File: src/output_selector_consts.vh
// constants for the output terminal source selector
// assumes a 32-bit classic wishbone slave with byte addresses
`ifndef OUTPUT_SELECTOR_CONSTS_VH
`define OUTPUT_SELECTOR_CONSTS_VH

`define NUM_TERMINALS 16
`define TERM_IDX_W 4
`define CODE_W 8
`define LAST_TERMINAL 4'hF

`define ADDR_W 8
`define ADDR_CODE_BASE 8'h00
`define ADDR_CODE_LAST 8'h3C
`define ADDR_STATUS 8'h40
`define ADDR_CONTROL 8'h44

`define STATUS_LEVELS_LSB 0
`define STATUS_RELEASED_BIT 16
`define STATUS_TOGGLE_BIT 17
`define CONTROL_HOLD_OFF_BIT 0
`define CONTROL_RESET 1'h0

`define CODE_UNUSED 8'h00
`define CODE_ECHO_LAST 8'h7F
`define CODE_CONST_OFF 8'h80
`define CODE_ALARM_ACTIVE_HIGH 8'h81
`define CODE_ALARM_ACTIVE_LOW 8'h82
`define CODE_SYSTEM_PREPARED 8'h83
`define CODE_DRIVE_READY 8'h84
`define CODE_MOTOR_MOVING 8'h86
`define CODE_PRESENT_A 8'h87
`define CODE_INTERNAL_PROCESSING 8'h88
`define CODE_POSITIONING_DONE 8'h8A
`define CODE_TORQUE_AT_LIMIT 8'h8C
`define CODE_SPEED_REACHED 8'h8D
`define CODE_MOTOR_EXCITED 8'h8E
`define CODE_CURRENT_CUTBACK 8'h8F
`define CODE_HOME_REACHED 8'h90
`define CODE_COORDS_ESTABLISHED 8'h91
`define CODE_PRESET_REQUIRED 8'h95
`define CODE_MECH_HOME_SET 8'h96
`define CODE_FACTORY_HOME_SET 8'h97
`define CODE_WRAP_OVERFLOW_TOGGLE 8'h98
`define CODE_FWD_SOFT_LIMIT 8'h99
`define CODE_REV_SOFT_LIMIT 8'h9A
`define CODE_REV_PULSE 8'h9B
`define CODE_WRAP_HOME_FLAG 8'h9C
`define CODE_STEP_ANGLE_PULSE 8'h9D
`define CODE_WINDOW_FIRST 8'hA0
`define CODE_WINDOW_LAST 8'hA7

`endif

File: src/output_signal_selector_pad_none.v
`timescale 1ns/100ps
// holds no logic: the selector and its code table carry the whole block
// assumes nothing of its surroundings

File: src/output_signal_selector.v
// output terminal source selector: one assignment code per terminal picks the status
// that drives it; codes are written over a classic 32-bit wishbone slave
// assumes all status inputs come from logic on the same clock, events as one-cycle pulses
//
// Overview of operation
// - host picks terminal source by code; zero unused
// - codes 1 to 127 echo input state
// - code 128 holds terminal off
// - 129 alarm true, 130 alarm inverted
// - 131 system prepared, 132 driver ready
// - 134 shows motor moving
// - 135 shows any information condition present
// - 136 shows internal processing
// - 138 positioning done, never in cyclic mode
// - 140 shows torque at upper limit
// - 141 speed reached, never in cyclic mode
// - 142 motor excited, 143 current cutback
// - 144 shows home reached or preset done
// - 145 shows coordinates established
// - 149 shows another preset required
// - 150 mechanical home, 151 factory home set
// - 152 toggles on each wrap overflow
// - 153 forward, 154 reverse soft limit
// - 155 pulses per revolution from preset
// - 156 wrap home, only wrap enabled
// - 157 pulses per 7.2 degree step
// - 160 to 167 select area window flags
`timescale 1ns/100ps
`include "output_selector_consts.vh"

module output_signal_selector (
    input wire clock,
    input wire rst_n,
    input wire wb_cyc_i,
    input wire wb_stb_i,
    input wire wb_we_i,
    input wire [`ADDR_W-1:0] wb_adr_i,
    input wire [3:0] wb_sel_i,
    input wire [31:0] wb_dat_i,
    output reg [31:0] wb_dat_o,
    output reg wb_ack_o,
    input wire [127:0] input_state,
    input wire alarm,
    input wire system_prepared,
    input wire drive_ready,
    input wire motor_moving,
    input wire present_a,
    input wire internal_processing,
    input wire positioning_done,
    input wire cyclic_sync_position_mode,
    input wire torque_at_limit,
    input wire speed_reached,
    input wire motor_excited,
    input wire current_cutback,
    input wire home_reached,
    input wire coords_established,
    input wire preset_required,
    input wire mech_home_set,
    input wire factory_home_set,
    input wire wrap_exceeded,
    input wire fwd_soft_limit,
    input wire rev_soft_limit,
    input wire rev_pulse,
    input wire wrap_home_flag,
    input wire wrap_enable,
    input wire step_angle_pulse,
    input wire [7:0] window_flag,
    output reg [`NUM_TERMINALS-1:0] term_out
);

    localparam ST_CLEAR = 3'b001;
    localparam ST_FIRST = 3'b010;
    localparam ST_RUN = 3'b100;

    reg [2:0] state;
    reg [2:0] next_state;
    reg [`TERM_IDX_W-1:0] clear_idx;
    reg [`TERM_IDX_W-1:0] scan_idx;
    reg [`TERM_IDX_W-1:0] scan_idx_d;
    reg scan_valid;
    reg released;
    reg wrap_overflow_toggle;
    reg [1:0] pulse_acc;
    reg [1:0] pulse_round;
    reg [`NUM_TERMINALS-1:0] level_shadow;
    reg hold_all_off;
    reg bus_busy;

    wire [`CODE_W-1:0] scan_code;
    wire [`CODE_W-1:0] bus_code;
    wire round_end;
    wire bus_start;
    wire bus_finish;
    wire ack_commit;
    wire code_write;
    wire table_we;
    wire [`TERM_IDX_W-1:0] table_widx;
    wire [`CODE_W-1:0] table_wcode;
    wire [1:0] pulse_events;
    reg [255:0] source_vec;
    reg selected_level;
    reg [31:0] read_word;

    // code table window covers one aligned word per terminal
    function is_code_addr;
        input [`ADDR_W-1:0] adr;
        begin
            is_code_addr = (adr >= `ADDR_CODE_BASE) && (adr <= `ADDR_CODE_LAST)
                && (adr[1:0] == 2'b00);
        end
    endfunction

    function [`TERM_IDX_W-1:0] code_index;
        input [`ADDR_W-1:0] adr;
        begin
            code_index = adr[`TERM_IDX_W+1:2];
        end
    endfunction

    // a request is live only while both cycle and strobe stand
    function bus_request;
        input cyc;
        input stb;
        begin
            bus_request = cyc && stb;
        end
    endfunction

    // writes touch byte 0 only; a write without its enable is acked and dropped
    function byte0_write;
        input we;
        input [3:0] sel;
        begin
            byte0_write = we && sel[0];
        end
    endfunction

    assign round_end = scan_valid && (scan_idx_d == `LAST_TERMINAL);
    assign bus_start = bus_request(wb_cyc_i, wb_stb_i) && !bus_busy && !wb_ack_o
        && (state != ST_CLEAR);
    assign bus_finish = bus_request(wb_cyc_i, wb_stb_i) && bus_busy && !wb_ack_o;
    // writes commit at the edge where the master samples ack, so a request
    // withdrawn before that edge leaves no trace in the table or control
    assign ack_commit = wb_ack_o && bus_request(wb_cyc_i, wb_stb_i)
        && byte0_write(wb_we_i, wb_sel_i);
    assign code_write = ack_commit && is_code_addr(wb_adr_i);
    // clearing after reset owns the write port; bus access waits for it
    assign table_we = (state == ST_CLEAR) || code_write;
    assign table_widx = (state == ST_CLEAR) ? clear_idx : code_index(wb_adr_i);
    assign table_wcode = (state == ST_CLEAR) ? `CODE_UNUSED : wb_dat_i[`CODE_W-1:0];
    assign pulse_events = {step_angle_pulse, rev_pulse};

    code_table u_code_table (
        .clock(clock),
        .rst_n(rst_n),
        .write_en(table_we),
        .write_idx(table_widx),
        .write_code(table_wcode),
        .scan_idx(scan_idx),
        .scan_code(scan_code),
        .bus_idx(code_index(wb_adr_i)),
        .bus_code(bus_code)
    );

    always @* begin
        next_state = state;
        case (state)
            ST_CLEAR: begin
                if (clear_idx == `LAST_TERMINAL) begin
                    next_state = ST_FIRST;
                end
            end
            ST_FIRST: begin
                if (round_end) begin
                    next_state = ST_RUN;
                end
            end
            ST_RUN: begin
                next_state = ST_RUN;
            end
            default: begin
                next_state = ST_CLEAR;
            end
        endcase
    end

    always @(posedge clock) begin
        if (!rst_n) begin
            state <= ST_CLEAR;
            clear_idx <= {`TERM_IDX_W{1'b0}};
            released <= 1'b0;
        end else begin
            state <= next_state;
            if (state == ST_CLEAR) begin
                clear_idx <= clear_idx + 1'b1;
            end
            // terminals stay low until every stored code has been applied once
            if ((state == ST_FIRST) && round_end) begin
                released <= 1'b1;
            end
        end
    end

    // sequential scan trades a 16-cycle refresh for a single-ported decode
    always @(posedge clock) begin
        if (!rst_n) begin
            scan_idx <= {`TERM_IDX_W{1'b0}};
            scan_idx_d <= {`TERM_IDX_W{1'b0}};
            scan_valid <= 1'b0;
        end else begin
            if (state != ST_CLEAR) begin
                scan_idx <= scan_idx + 1'b1;
            end
            scan_idx_d <= scan_idx;
            scan_valid <= (state != ST_CLEAR);
        end
    end

    always @(posedge clock) begin
        if (!rst_n) begin
            wrap_overflow_toggle <= 1'b0;
        end else if (wrap_exceeded) begin
            wrap_overflow_toggle <= ~wrap_overflow_toggle;
        end
    end

    // pulses are held for one full scan round so no terminal can miss them;
    // a pulse in the closing cycle lands in both rounds rather than being lost
    always @(posedge clock) begin
        if (!rst_n) begin
            pulse_acc <= 2'b00;
            pulse_round <= 2'b00;
        end else begin
            pulse_acc <= (round_end ? 2'b00 : pulse_acc) | pulse_events;
            if (round_end) begin
                pulse_round <= pulse_acc | pulse_events;
            end
        end
    end

    // unlisted codes fall through to the zero fill and read as off;
    // the cyclic mode gate sits here so the status inputs stay raw
    // limitation: a code change shows only when its terminal comes round
    always @* begin
        source_vec = 256'h0;
        source_vec[127:1] = input_state[127:1];
        source_vec[`CODE_UNUSED] = 1'b0;
        source_vec[`CODE_CONST_OFF] = 1'b0;
        source_vec[`CODE_ALARM_ACTIVE_HIGH] = alarm;
        source_vec[`CODE_ALARM_ACTIVE_LOW] = ~alarm;
        source_vec[`CODE_SYSTEM_PREPARED] = system_prepared;
        source_vec[`CODE_DRIVE_READY] = drive_ready;
        source_vec[`CODE_MOTOR_MOVING] = motor_moving;
        source_vec[`CODE_PRESENT_A] = present_a;
        source_vec[`CODE_INTERNAL_PROCESSING] = internal_processing;
        source_vec[`CODE_POSITIONING_DONE] = positioning_done
            & ~cyclic_sync_position_mode;
        source_vec[`CODE_TORQUE_AT_LIMIT] = torque_at_limit;
        source_vec[`CODE_SPEED_REACHED] = speed_reached & ~cyclic_sync_position_mode;
        source_vec[`CODE_MOTOR_EXCITED] = motor_excited;
        source_vec[`CODE_CURRENT_CUTBACK] = current_cutback;
        source_vec[`CODE_HOME_REACHED] = home_reached;
        source_vec[`CODE_COORDS_ESTABLISHED] = coords_established;
        source_vec[`CODE_PRESET_REQUIRED] = preset_required;
        source_vec[`CODE_MECH_HOME_SET] = mech_home_set;
        source_vec[`CODE_FACTORY_HOME_SET] = factory_home_set;
        source_vec[`CODE_WRAP_OVERFLOW_TOGGLE] = wrap_overflow_toggle;
        source_vec[`CODE_FWD_SOFT_LIMIT] = fwd_soft_limit;
        source_vec[`CODE_REV_SOFT_LIMIT] = rev_soft_limit;
        source_vec[`CODE_REV_PULSE] = pulse_round[0];
        source_vec[`CODE_WRAP_HOME_FLAG] = wrap_home_flag & wrap_enable;
        source_vec[`CODE_STEP_ANGLE_PULSE] = pulse_round[1];
        source_vec[`CODE_WINDOW_LAST:`CODE_WINDOW_FIRST] = window_flag;
        selected_level = source_vec[scan_code];
    end

    always @(posedge clock) begin
        if (!rst_n) begin
            level_shadow <= {`NUM_TERMINALS{1'b0}};
        end else if (scan_valid) begin
            level_shadow[scan_idx_d] <= selected_level;
        end
    end

    // every terminal comes straight from this register
    always @(posedge clock) begin
        if (!rst_n) begin
            term_out <= {`NUM_TERMINALS{1'b0}};
        end else if (released && !hold_all_off) begin
            term_out <= level_shadow;
        end else begin
            term_out <= {`NUM_TERMINALS{1'b0}};
        end
    end

    always @* begin
        read_word = 32'h0;
        if (is_code_addr(wb_adr_i)) begin
            read_word[`CODE_W-1:0] = bus_code;
        end else if (wb_adr_i == `ADDR_STATUS) begin
            read_word[`NUM_TERMINALS-1:`STATUS_LEVELS_LSB] = term_out;
            read_word[`STATUS_RELEASED_BIT] = released;
            read_word[`STATUS_TOGGLE_BIT] = wrap_overflow_toggle;
        end else if (wb_adr_i == `ADDR_CONTROL) begin
            read_word[`CONTROL_HOLD_OFF_BIT] = hold_all_off;
        end
    end

    // two-step answer: the code table read port needs one cycle
    always @(posedge clock) begin
        if (!rst_n) begin
            bus_busy <= 1'b0;
            wb_ack_o <= 1'b0;
            wb_dat_o <= 32'h0;
            hold_all_off <= `CONTROL_RESET;
        end else begin
            if (wb_ack_o) begin
                wb_ack_o <= 1'b0;
                bus_busy <= 1'b0;
                if (ack_commit && (wb_adr_i == `ADDR_CONTROL)) begin
                    hold_all_off <= wb_dat_i[`CONTROL_HOLD_OFF_BIT];
                end
            end else if (bus_start) begin
                bus_busy <= 1'b1;
            end else if (bus_finish) begin
                wb_ack_o <= 1'b1;
                wb_dat_o <= wb_we_i ? 32'h0 : read_word;
            end else if (!bus_request(wb_cyc_i, wb_stb_i)) begin
                bus_busy <= 1'b0;
            end
        end
    end

endmodule

File: src/code_table.v
// small memory holding one assignment code per output terminal
// one write port, two registered read ports, all on one clock
`timescale 1ns/100ps
`include "output_selector_consts.vh"

module code_table (
    input wire clock,
    input wire rst_n,
    input wire write_en,
    input wire [`TERM_IDX_W-1:0] write_idx,
    input wire [`CODE_W-1:0] write_code,
    input wire [`TERM_IDX_W-1:0] scan_idx,
    output reg [`CODE_W-1:0] scan_code,
    input wire [`TERM_IDX_W-1:0] bus_idx,
    output reg [`CODE_W-1:0] bus_code
);

    reg [`CODE_W-1:0] mem [0:`NUM_TERMINALS-1];

    // array itself is not reset; the owner clears it after reset
    always @(posedge clock) begin
        if (write_en) begin
            mem[write_idx] <= write_code;
        end
    end

    // read of an entry written at the same edge returns the old code
    always @(posedge clock) begin
        if (!rst_n) begin
            scan_code <= `CODE_UNUSED;
            bus_code <= `CODE_UNUSED;
        end else begin
            scan_code <= mem[scan_idx];
            bus_code <= mem[bus_idx];
        end
    end

endmodule

File: config.mk
export PLATFORM = sky130hd
export DESIGN_NAME = output_signal_selector
export DESIGN_NICKNAME = d
export VERILOG_FILES = /design/src/output_signal_selector_pad_none.v /design/src/output_signal_selector.v /design/src/code_table.v
export VERILOG_INCLUDE_DIRS = /design/src
export SDC_FILE = /design/constraint.sdc
export NUM_CORES = 1
export LEC_CHECK = 0
export BUFFER_PORTS_ARGS = -buffer_cell sky130_fd_sc_hd__buf_2
export CORE_ASPECT_RATIO = 1.4
export CORE_UTILIZATION = 49
export DETAILED_ROUTE_END_ITERATION = 10
export MAX_ROUTING_LAYER = met4
export PLACE_DENSITY = 0.88
export SLEW_MARGIN = 20
export SYNTH_ARGS = -nofsm -noshare
export SYNTH_HDL_FRONTEND = slang
export SYNTH_SLANG_ARGS = --single-unit
File: constraint.sdc
create_clock -name clock -period 2.41 [get_ports clock]
set_clock_uncertainty 0.05 [all_clocks]
set_input_delay 0.482 -clock clock [delete_from_list [all_inputs] [get_ports clock]]
set_output_delay 0.482 -clock clock [all_outputs]
set_load 0.01 [all_outputs]
==> After elaboration in Yosys (flattened, before gate mapping) <==
Memories as Yosys holds them, arrays and structs flattened. A register that Yosys moved wholly into a read port is not among the register bits.
Cells that the tools add are included.
{ "word_totals": {"regBits": 89, "ramBits": 128, "in_bits": 209, "wordCells": 100, "mem_count": 1} }
{ "memory_table": {"columns": ["name", "words", "word_bits", "read_ports", "rd_ports_with_merged_regs", "wr", "line_no", "source"], "rows": [
  ["u_code_table.mem", 16, 8, 2, 2, 1, "code_table.v:18", "reg [`CODE_W-1:0] mem [0:`NUM_TERMINALS-1];"]
]} }
{ "classes": {"n_addsub": 2, "n_lt_le_gt_ge": 5, "n_eq_ne": 12, "n_mux": 23, "n_bitwise": 11, "n_reduce_logical": 31} }
{ "ops": {"columns": ["cell", "n"], "rows": [
  ["18-bit two-way mux", 1],
  ["1-bit logical AND", 17],
  ["17-bit two-way mux", 1],
  ["16-bit bitwise mux", 1],
  ["8-bit by 7-bit equality test with 1-bit output, second input constant", 2],
  ["8-bit two-way mux", 2],
  ["1-bit two-way mux", 10],
  ["10-bit two-way mux", 1],
  ["8-bit by 9-bit less-than comparator with 1-bit output, second input constant", 1],
  ["3-bit one-hot mux with 3 select lines", 1],
  ["4-bit by 1-bit adder with 4-bit output, second input constant", 2],
  ["1-bit binary-select mux with 8-bit select", 1],
  ["4-bit equality test, second input constant", 2],
  ["8-bit by 1-bit greater-or-equal comparator with 1-bit output, second input constant", 1],
  ["8-bit by 6-bit less-or-equal comparator with 1-bit output, second input constant", 1],
  ["2-bit AND reduction", 4],
  ["3-bit two-way mux", 2],
  ["2-bit inequality test, second input constant", 3],
  ["1-bit inverter", 6],
  ["1-bit zero test", 5],
  ["4-bit by 5-bit less-than comparator with 1-bit output, second input constant", 1],
  ["1-bit demux with 4-bit select", 1],
  ["4-bit by 1-bit greater-or-equal comparator with 1-bit output, second input constant", 1],
  ["4-bit two-way mux", 1],
  ["other kinds (13)", 16]
]} }

==> Logic depth before layout (Yosys ltp) <==
Gate-level depths: netlist of the first run.
{ "logic_depth": {"word_depth": 7, "mapped_depth": 12, "mapped_depth_nobuf": 7} }

==> Hierarchy <==
From an unflattened synthesis of the first run, not the netlist that was laid out.
{ "hier_totals": {"cells_unflattened": 854, "hier_area_um2": 11098.1} }
{ "modules_own_cells": {"columns": ["module", "n_inst", "cells_per_inst", "area_per_inst_um2"], "rows": [
  ["code_table", 1, 367, 6483.7],
  ["output_signal_selector", 1, 487, 4614.4]
]} }

==> Worst setup path after synthesis of the first run <==
No wires, ideal clock.
{ "synth_timing": {"path_kind": "register to register", "start": "reg scan_idx[0]", "end": "reg u_code_table.scan_code[0] (read register of u_code_table.mem)", "arrival_ns": 2.308, "required_ns": 2.245, "path_slack_ns": -0.063, "path_stages_with_launch": 6, "path_buffers": 2, "cell_sequence": "dfxtp_1 clkbuf_1 buf_1 mux4_2 mux4_2 and2_1"} }
{ "synth_rtl": {"columns": ["item", "line_no", "source"], "rows": [
  ["from (decl)", "output_signal_selector.v:78", "reg [`TERM_IDX_W-1:0] scan_idx;"],
  ["from (signal assigned)", "output_signal_selector.v:207", "scan_idx <= {`TERM_IDX_W{1'b0}};"],
  ["from (signal assigned)", "output_signal_selector.v:212", "scan_idx <= scan_idx + 1'b1;"],
  ["to (decl)", "code_table.v:13", "output reg [`CODE_W-1:0] scan_code,"]
]} }

==> Worst setup path after layout of the first run <==
{ "layout_timing": {"start": "reg u_code_table.scan_code[0] (read register of u_code_table.mem)", "end": "reg level_shadow[7]"} }
{ "layout_via": {"elab_chain_cells": 3} }
{ "layout_lines": {"columns": ["item", "line_no", "source"], "rows": [
  ["1-bit binary-select mux with 8-bit select", "output_signal_selector.v:274", "selected_level = source_vec[scan_code];"],
  ["1-bit two-way mux (implied by the code)", "output_signal_selector.v:274", null],
  ["16-bit bitwise mux", "output_signal_selector.v:281", "level_shadow[scan_idx_d] <= selected_level;"],
  ["to (signal assigned)", "output_signal_selector.v:279", "level_shadow <= {`NUM_TERMINALS{1'b0}};"],
  ["to (signal, indexed assignment)", "output_signal_selector.v:281", null],
  ["to (decl)", "output_signal_selector.v:85", "reg [`NUM_TERMINALS-1:0] level_shadow;"]
]} }
Every way passes these cells. The select of a mux whose other input is x is not followed.
A chain may end at the register's enable or synchronous reset.

==> reports/summary.txt, run 1 <==
Post-synth ARST share - 0%
Global Route met1 Usage - 31.01%
Largest net degree at the start of global routing - 36
Achievable Freq - 0.3796 GHz
Worst reg2reg path startpoint - u_code_table.scan_code[0]
Setup-failing EPs final - 16
Synth area leader - edfxtp_1
Crit path from - u_code_table.scan_code[0]
DR iter-0 viols - 824
Met2 usage - 48.26%
Crit share post-route - 109.3%
Max-cap violation count - 0
Skew-Pair Late Insertion Delay - 0.51 ns
Drt via density - 6.114
Crit end category - register
Chip height - 178.5 um
Mapped Area - 0.01091 mm^2
Top-area cell type share of the netlist area - 35.23%
Count leader, synth - edfxtp_1
Gr busiest metal - met2
Num rows - 64
Slew @ Worst Pin - 1.034 ns
Grt ovf - 0
Final antenna-violating net count - 0
Max Buffers Root-to-Sink - 3
Vias in the first global route - 8441
TritonCTS clock tree - yes
Power density over cell area - 632.5 mW/mm^2
Slew HR - 30.50%
Clk slew on worst S/H paths - 0.06 ns
Netlist cell types - 65
Crit path cell chain - buf_12, buf_8, mux4_2, nor3b_4, o41ai_4, o211ai_1, nand4bb_4, o31ai_4, o211a_1
Top FF cell, synth - edfxtp_1
Status - finished, violations left
Avg Cell Area, Syn - 14.24 um^2
Area of the die - 0.02287 mm^2
First-pass detailed-route iteration total - 5
Clock root cell - clkbuf_16
Initial antenna violation count - 1
Layout Area Growth over Synthesis - 24.74%
H-tree depth - 1
Max stage delay cell, worst path - mux4_2
Routed via count - 8260
Final core utilization - 62.25%
Hold Fails Final Rpt - 0
Synth top cells by count - edfxtp_1, mux4_2, dfxtp_1, nor2_1, and2_1
Hold/Removal Path Class - input pin to register
CP Class - register to register
Startpoint types - register
Core ar. - 0.02186 mm^2
GR Util met3 - 6.059%
Failing checks - setup timing
Largest cells by area after synthesis - edfxtp_1, mux4_2, dfxtp_1
Die width - 128.1 um
Clk sinks - 219
Average wire per standard cell - 23.20 um
WP buf/inv - 2
Final critical-path required period - 2.634 ns
GRT Total Usage - 28.72%
Hold Crit Start - rev_pulse
Fraction of layout cells with a size suffix above 1 - 45.30%
Final slew viol count - 0
Net count, final - 1248
Design area - 0.01361 mm^2
Clock buffer count from CTS - 22
Syn Inst Count - 766
Seq/Total Area, Yosys - 51.93%
Detailed Route WL - 31.35 mm
Unrepaired setup endpoints after global routing - true
Post-synth EDFFs - 128
Data required time of the critical path - 2.76 ns
I/O Buffers - 215
Worst vdd ir - 0.4239 mV
DR DRC count - 0
IO Count - 258
Synthesized flop and latch total - 219
WP data arrival - 2.98 ns
CP Max Fanout - 8
Hpwl dp - 21.40 mm
Largest delay contributor family on the critical path - compound AO/OA/AOI/OAI gates
Cts hold-fix bufs - 0
DP Area - 0.01261 mm^2
Placer Congestion - 0.9303
Synth Warn # - 0
Leakage - 0.005172 uW
Setup TNS - -2.701 ns
First-pass GRT wire length - 47.11 mm
Initial core utilization - 49.90%
Final worst slack - -0.2244 ns
Hold slack - 0.1496 ns
Critical path's largest stage delay - 0.50 ns
## cell usage in the layout (no fill, tap or decap), types with 8 or more instances in the layout
cell type,n
edfxtp_1,128
inv_1,8
nor2_1,65
and2_1,43
a21oi_1,18
buf_2,215
nand3_1,14
conb_1,14
o21ai_0,11
clkbuf_16,24
a22oi_1,18
nand2b_1,8
buf_4,76
dfxtp_1,88
a22o_1,10
mux2i_1,14
nor2b_1,8
o21a_1,10
nor3b_1,9
mux4_2,104
nor3_1,14
nand2_1,32
## report_power, final
group / leakage (uW) / internal (uW) / switching (uW)
combinational: 0.00290 / 564 / 494
sequential: 0.00191 / 4010 / 62.3
clock: 0.000364 / 2080 / 1390
## repair_timing
| action | CTS | global route |
|---|---|---|
| setup buffers | 10 | 1 |
| endpoints found under the setup margin | 56 | 16 |
| resized for setup | 26 | 4 |
| pin swaps | 19 | 8 |
| cloned | 2 | 0 |
## worst paths after layout
kind	slack (ns)	cells past startpoint	to
max	-0.22	9	level_shadow[7]
min	0.15	3	pulse_acc[0]
max reg2reg	-0.22	9	level_shadow[7]
min reg2reg	0.40	1	term_out[5]
## kinds of logic after synthesis
family          share of synthesized area [%]
simple gates                            10.15
mux                                     25.27
other cells                           0.03437
xor+xnor                               0.5620
flops                                   51.93
buf+inv                                 4.611
fa+ha+maj                              0.2293
compound gates                          7.214
## stage by stage
step | setup WS, ns | instances | total power, uW
after floorplan | 0.02345 | 779 | 4737
after global placement | -0.2556 | 1297 | 5050
after detailed placement | -0.4030 | 1297 | 5084
after CTS | -0.2159 | 1349 | 8608
after global routing | -0.3216 | 1351 | 8864
final | -0.2244 | 1351 | 8607
## cell type report
type / count / area [um^2]
fillers: 1542 / 8253
inverters: 10 / 37.54
clock inverters: 11 / 105.1
flip-flops and latches: 219 / 5672
repair buffers: 303 / 1867
multi-input cells: 481 / 4912
well taps: 297 / 371.6
diodes: 1 / 2.502
clock buffers: 29 / 640.6
## tightest hold or removal path: cells and delay by family
| family | cells | cell delay (ns) |
|---|---|---|
| buf+inv | 1 | 0.09 |
| compound gates | 1 | 0.03 |
| simple gates | 1 | 0.07 |
## sequential cells by signal, summed over array words and instances, names as in the netlist, 2 cells and up
signal	count
pulse_acc	2
term_out	16
u_code_table.mem	128
level_shadow	16
clear_idx	4
state	3
u_code_table.bus_code	8
scan_idx_d	4
scan_idx	4
wb_dat_o	18
pulse_round	2
u_code_table.scan_code	8
## metal layers
layer	wire, um	vias to the layer above	part of all wire (%)
li1	-	3534	-
met1	10660	4084	34
met2	16240	495	52
met3	2369	147	7.6
met4	2076	0	6.6
met5	0	-	0
(Power assumes the default switching activity.)
==> run 2, diff against run 1 <==
--- a/config.mk
+++ b/config.mk
@@ -12,6 +12,7 @@
 export DETAILED_ROUTE_END_ITERATION = 10
 export MAX_ROUTING_LAYER = met4
 export PLACE_DENSITY = 0.88
+export SETUP_SLACK_MARGIN = 0.15
 export SLEW_MARGIN = 20
 export SYNTH_ARGS = -nofsm -noshare
 export SYNTH_HDL_FRONTEND = slang
==> constraint.sdc (replaced) <==
create_clock -name clock -period 2.41 [get_ports clock]
set_clock_uncertainty 0.05 [all_clocks]
set_input_delay 0 -clock clock [delete_from_list [all_inputs] [get_ports clock]]
set_output_delay 0 -clock clock [all_outputs]
set_load 0.01 [all_outputs]
==> run 2 against run 1 <==
Net effect:
- the run still ends with setup timing left
- first-iteration DRC count fell by 0.85%
- non-clock buffer count is 6 lower
- global-route usage is 1.0 points higher
- via count down 0.94%
- die area did not move
- combinational power decreased by 4%
- clock power down 5%
- sequential share of layout area rose by 0.57 points
- routed wire length rose by 4.1%
- final area is 1.3% lower
- register-to-register slack better by 0.07 ns
- critical path type unchanged
- critical endpoint is now level_shadow[3]
- largest cell class unchanged
- largest power group unchanged
==> reports/summary.txt, run 2 (same netlist as run 1, synthesis figures left out) <==
Status - finished, violations left
Failing checks - setup timing
Worst vdd ir - 0.4341 mV
Worst hold endpoint - u_code_table.mem[8][4]
Commonest non-fill, non-tap cell in the layout - buf_2
Area of the die - 0.02287 mm^2
Clock buffer count from CTS - 21
Worst reg2reg path startpoint - u_code_table.scan_code[0]
First-pass detailed-route iteration total - 6
Final slew viol count - 0
Largest Register - u_code_table.mem
Worst Hold Depth - 2
Met2 usage - 51.02%
Detailed Route WL - 32.62 mm
H-tree depth - 1
First-pass GRT wire length - 48.58 mm
Achievable Freq - 0.3903 GHz
Clk sinks - 219
Worst slack, placed - -0.3058 ns
Pwr Total - 8402 uW
Drt via density - 6.092
Max reg flops - 128
Flop2flop setup slack - -0.15 ns
Gr busiest metal - met2
Clk slew on worst S/H paths - 0.07 ns
Max Buffers Root-to-Sink - 3
Global Route met1 Usage - 33.25%
FILL cells - 1561
Initial core utilization - 49.90%
Skew-Pair Late Insertion Delay - 0.50 ns
IO Count - 258
Final worst slack - -0.1521 ns
Largest net degree at the start of global routing - 41
Hold/Removal Path Class - input pin to register
I/O Buffers - 215
Design area - 0.01343 mm^2
Largest registers - u_code_table.mem: 128 flops, wb_dat_o: 18 flops
WP data arrival - 2.89 ns
Routed via count - 8182
Clock root cell - clkbuf_16
Hold slack - 0.09174 ns
Core ar. - 0.02186 mm^2
GR Util met3 - 5.069%
Unrepaired setup endpoints after global routing - true
CP Max Fanout - 8
Layout Area Growth over Synthesis - 23.12%
Fraction of layout cells with a size suffix above 1 - 42.82%
Power density over cell area - 625.5 mW/mm^2
R2r endpoint - level_shadow[3]
Slew HR - 28.77%
Initial antenna violation count - 2
GRT Total Usage - 29.72%
TritonCTS clock tree - yes
CP Class - register to register
Crit share post-route - 106.3%
Hold Crit Start - wb_dat_i[4]
Die width - 128.1 um
Leakage - 0.005099 uW
Net count, final - 1241
Num rows - 64
Final critical-path required period - 2.562 ns
Data required time of the critical path - 2.74 ns
Placer Congestion - 0.9766
DR iter-0 viols - 817
Average wire per standard cell - 24.29 um
Final antenna-violating net count - 0
Max-cap violation count - 0
Hpwl dp - 22.35 mm
Grt ovf - 0
Slew @ Worst Pin - 1.060 ns
Startpoint types - register
Chip height - 178.5 um
Reg2reg path depth - 8
Hold Fails Final Rpt - 0
DP Area - 0.01250 mm^2
Most frequent cells in the layout - buf_2, edfxtp_1, mux4_2
Vias in the first global route - 8439
Crit end category - register
DR DRC count - 0
Setup-failing EPs final - 16
run 2: report_power, final:
group | switching (uW) | internal (uW)
logic | 483 | 541
clock network | 1360 | 1940
registers | 66.2 | 4010
run 2: layout make-up:
cell class / count / area [um^2] / share of cell area [%]
Inverter: 10 / 37.54 / 0.2795
Clock inverter: 6 / 56.30 / 0.4192
Tap cell: 297 / 371.6 / 2.767
Sequential cell: 219 / 5674 / 42.25
Timing Repair Buffer: 297 / 1769 / 13.17
Clock buffer: 31 / 636.9 / 4.742
Multi-Input combinational cell: 481 / 4881 / 36.34
Antenna cell: 2 / 5.005 / 0.03726
run 2: what timing repair did:
item	in CTS	in global routing
pin swaps	12	9
gates cloned	1	0
resized for setup	7	9
hold buffers	10	0
setup endpoints to repair	16	124
setup buffers	4	1
hold endpoints to repair	29	0
run 2: through the flow:
| step | instances | TNS, ns | util (%) |
|---|---|---|---|
| 6_report | 1343 | -1.489 | 61.44 |
| 5_1_grt | 1343 | -2.893 | 61.44 |
| 4_1_cts | 1340 | -2.307 | 61.16 |
| 3_5_place_dp | 1288 | -4.508 | 57.19 |
| 3_3_place_gp | 1288 | -3.914 | 57.19 |
| 2_1_floorplan | 779 | 0 | - |
run 2: worst max path at each step:
stage,startpoint,to,slack [ns],cells after the start
after floorplan,u_code_table.scan_code[0],level_shadow[2],0.05,10
after global placement,u_code_table.scan_code[0],level_shadow[7],-0.26,8
after detailed placement,u_code_table.scan_code[0],level_shadow[3],-0.31,7
after CTS,u_code_table.scan_code[0],level_shadow[3],-0.18,8
after global routing,u_code_table.scan_code[0],level_shadow[3],-0.24,8
final,u_code_table.scan_code[0],level_shadow[3],-0.15,8
run 2: routing by layer:
metal | wire length [um] | share of wire (%)
met5 | 0 | 0
met4 | 1642 | 5.0
met3 | 2336 | 7.2
met1 | 11650 | 36
met2 | 17000 | 52
run 2: critical path, stage by stage, from the launching register on:
cell and delay (ns):
dfxtp_4 0.44, buf_8 0.16, mux4_2 0.49, a22o_1 0.19
a31o_2 0.23, o41ai_4 0.21, nand4bb_4 0.25, o31ai_4 0.16
o211a_1 0.26
==> run 3, diff against run 2 <==
--- a/config.mk
+++ b/config.mk
@@ -7,11 +7,11 @@
 export NUM_CORES = 1
 export LEC_CHECK = 0
 export BUFFER_PORTS_ARGS = -buffer_cell sky130_fd_sc_hd__buf_2
-export CORE_ASPECT_RATIO = 1.4
-export CORE_UTILIZATION = 49
+export CAP_MARGIN = 0
+export CORE_UTILIZATION = 47
 export DETAILED_ROUTE_END_ITERATION = 10
 export MAX_ROUTING_LAYER = met4
-export PLACE_DENSITY = 0.88
+export PLACE_DENSITY = 0.85
 export SETUP_SLACK_MARGIN = 0.15
 export SLEW_MARGIN = 20
 export SYNTH_ARGS = -nofsm -noshare
==> run 3 against run 2 <==
Net effect:
- the run still ends with setup timing left
- combinational power grew 7%
- non-clock buffer count shrank 5
- highest routed layer unchanged
- largest cell class unchanged
- setup slack gained 0.0016 ns
- clock power shrank 2%
==> reports/summary.txt, run 3 (same netlist as run 1, synthesis figures left out) <==
Status - finished, violations left
Failing checks - setup timing
Sw Pwr - 1957 uW
Cell Int Power - 6433 uW
GRT Total Usage - 27.14%
Area of the die - 0.02382 mm^2
Detailed Route WL - 31.66 mm
Crit path from - u_code_table.scan_code[0]
DR iter-0 viols - 855
Commonest non-fill, non-tap cell in the layout - buf_2
Flop2flop setup slack - -0.15 ns
Routed via count - 8184
Clk slew on worst S/H paths - 0.06 ns
Max reg flops - 128
Final worst slack - -0.1505 ns
Worst reg2reg path startpoint - u_code_table.scan_code[0]
Achievable Freq - 0.3905 GHz
Num rows - 55
Setup TNS - -1.497 ns
R2r endpoint - level_shadow[15]
Data required time of the critical path - 2.75 ns
Slew @ Worst Pin - 0.7860 ns
Leakage - 0.005077 uW
Startpoint types - register
Core ar. - 0.02271 mm^2
Drt via density - 6.172
WP data arrival - 2.90 ns
Largest Register - u_code_table.mem
Hold Crit Start - wb_dat_i[4]
Largest net degree at the start of global routing - 36
Comb pwr share - 13.0%
CP Max Fanout - 22
First-pass detailed-route iteration total - 5
Net count, final - 1237
Setup-failing EPs final - 16
Clock buffer count from CTS - 22
Worst Hold Depth - 2
I/O Buffers - 215
Power density over cell area - 620.8 mW/mm^2
Hold Fails Final Rpt - 0
Initial core utilization - 48.04%
Average wire per standard cell - 23.87 um
Chip height - 154.4 um
Worst slack, placed - -0.2207 ns
H-tree depth - 1
Final slew viol count - 0
Max Buffers Root-to-Sink - 3
Slew HR - 47.49%
Grt ovf - 0
Reg2reg path depth - 11
Clock root cell - clkbuf_16
Switching share of power - 23.33%
DR DRC count - 0
Die width - 154.4 um
Hold/Removal Path Class - input pin to register
Clock Power Share - 38.5%
Crit share post-route - 106.2%
Crit end category - register
Unrepaired setup endpoints after global routing - true
Clk sinks - 219
Final critical-path required period - 2.561 ns
Largest registers - u_code_table.mem: 128 flops, wb_dat_o: 18 flops
Skew-Pair Late Insertion Delay - 0.51 ns
IO Count - 258
TritonCTS clock tree - yes
Initial antenna violation count - 2
Hpwl dp - 22.21 mm
Worst hold endpoint - u_code_table.mem[14][4]
Share of power burned in registers - 48.6%
Placer Congestion - 0.9037
First-pass GRT wire length - 47.51 mm
Fraction of layout cells with a size suffix above 1 - 44.04%
Most frequent cells in the layout - buf_2, edfxtp_1, mux4_2
Max-cap violation count - 0
Final antenna-violating net count - 0
Worst vdd ir - 0.5952 mV
Layout Area Growth over Synthesis - 23.88%
CP Class - register to register
Vias in the first global route - 8338
## run 3: cell count changes in the layout (fill, tap and decap cells not counted), sizes merged
cell         delta
buf             -9
bufbuf          +1
clkbuf          -5
dlygate4sd3     +3
inv             -1
diode           -1
clkinv          +7
## run 3: cell type report
type	count	area, um^2
Clock inverter	12	95.09
Clock buffer	26	585.6
Fill cell	1680	9195
Inverter	10	37.54
Tap cell	285	356.6
Sequential cell	219	5674
Antenna cell	1	2.502
Timing Repair Buffer	292	1839
Multi-Input combinational cell	481	4923
## run 3: how the worst max path moves through the flow
stage	end	slack, ns	cells past startpoint
final	level_shadow[15]	-0.15	11
after global routing	level_shadow[15]	-0.24	11
after CTS	level_shadow[15]	-0.12	9
after detailed placement	level_shadow[15]	-0.22	8
after global placement	level_shadow[15]	-0.20	8
after floorplan	level_shadow[2]	0.05	10
## run 3: through the flow
step                hold WS [ns]  util [%]  std cells  total power [uW]  cell area, um^2
floorplan                0.06743         -        779              4742            10980
CTS                      0.03626     59.11       1323              8377            13420
detailed placement        0.1941     54.77       1265              5096            12440
global route             0.06859     59.51       1326              8642            13510
finish                   0.05875     59.51       1326              8390            13510
global placement          0.1714     54.77       1265              5065            12440
## run 3: what timing repair did
action                     4_1_cts  5_1_grt
setup endpoints to repair       95       66
gates resized for setup         25       12
buffers inserted                 4        2
hold endpoints to repair        41        0
gates cloned                     3        0
pin swaps                        7        6
hold buffers                    13        0
## run 3: routing by layer
metal  GRT usage [%]  routed length [um]
met4           13.06                1832
met2           47.23               16130
met3           4.511                2446
met1           30.51               11250
met5               -                   0
## run 3: worst max-delay path, cell delays in order, from the launching register on
cell and delay [ns]:
dfxtp_4 0.40, buf_12 0.14, buf_12 0.18, buf_4 0.16
mux4_2 0.50, a21oi_1 0.15, o2111ai_1 0.13, a21oi_2 0.13
buf_4 0.16, o31ai_4 0.08, buf_12 0.15, o21ba_2 0.20
## run 3: power groups by stage
| stage | Clock [uW] | Combinational, uW | Sequential [uW] |
|---|---|---|---|
| after floorplan | 0 | 626 | 4120 |
| after global placement | 0 | 926 | 4140 |
| after detailed placement | 0 | 947 | 4150 |
| after CTS | 3270 | 1030 | 4070 |
| after global routing | 3420 | 1140 | 4080 |
| final | 3230 | 1090 | 4070 |
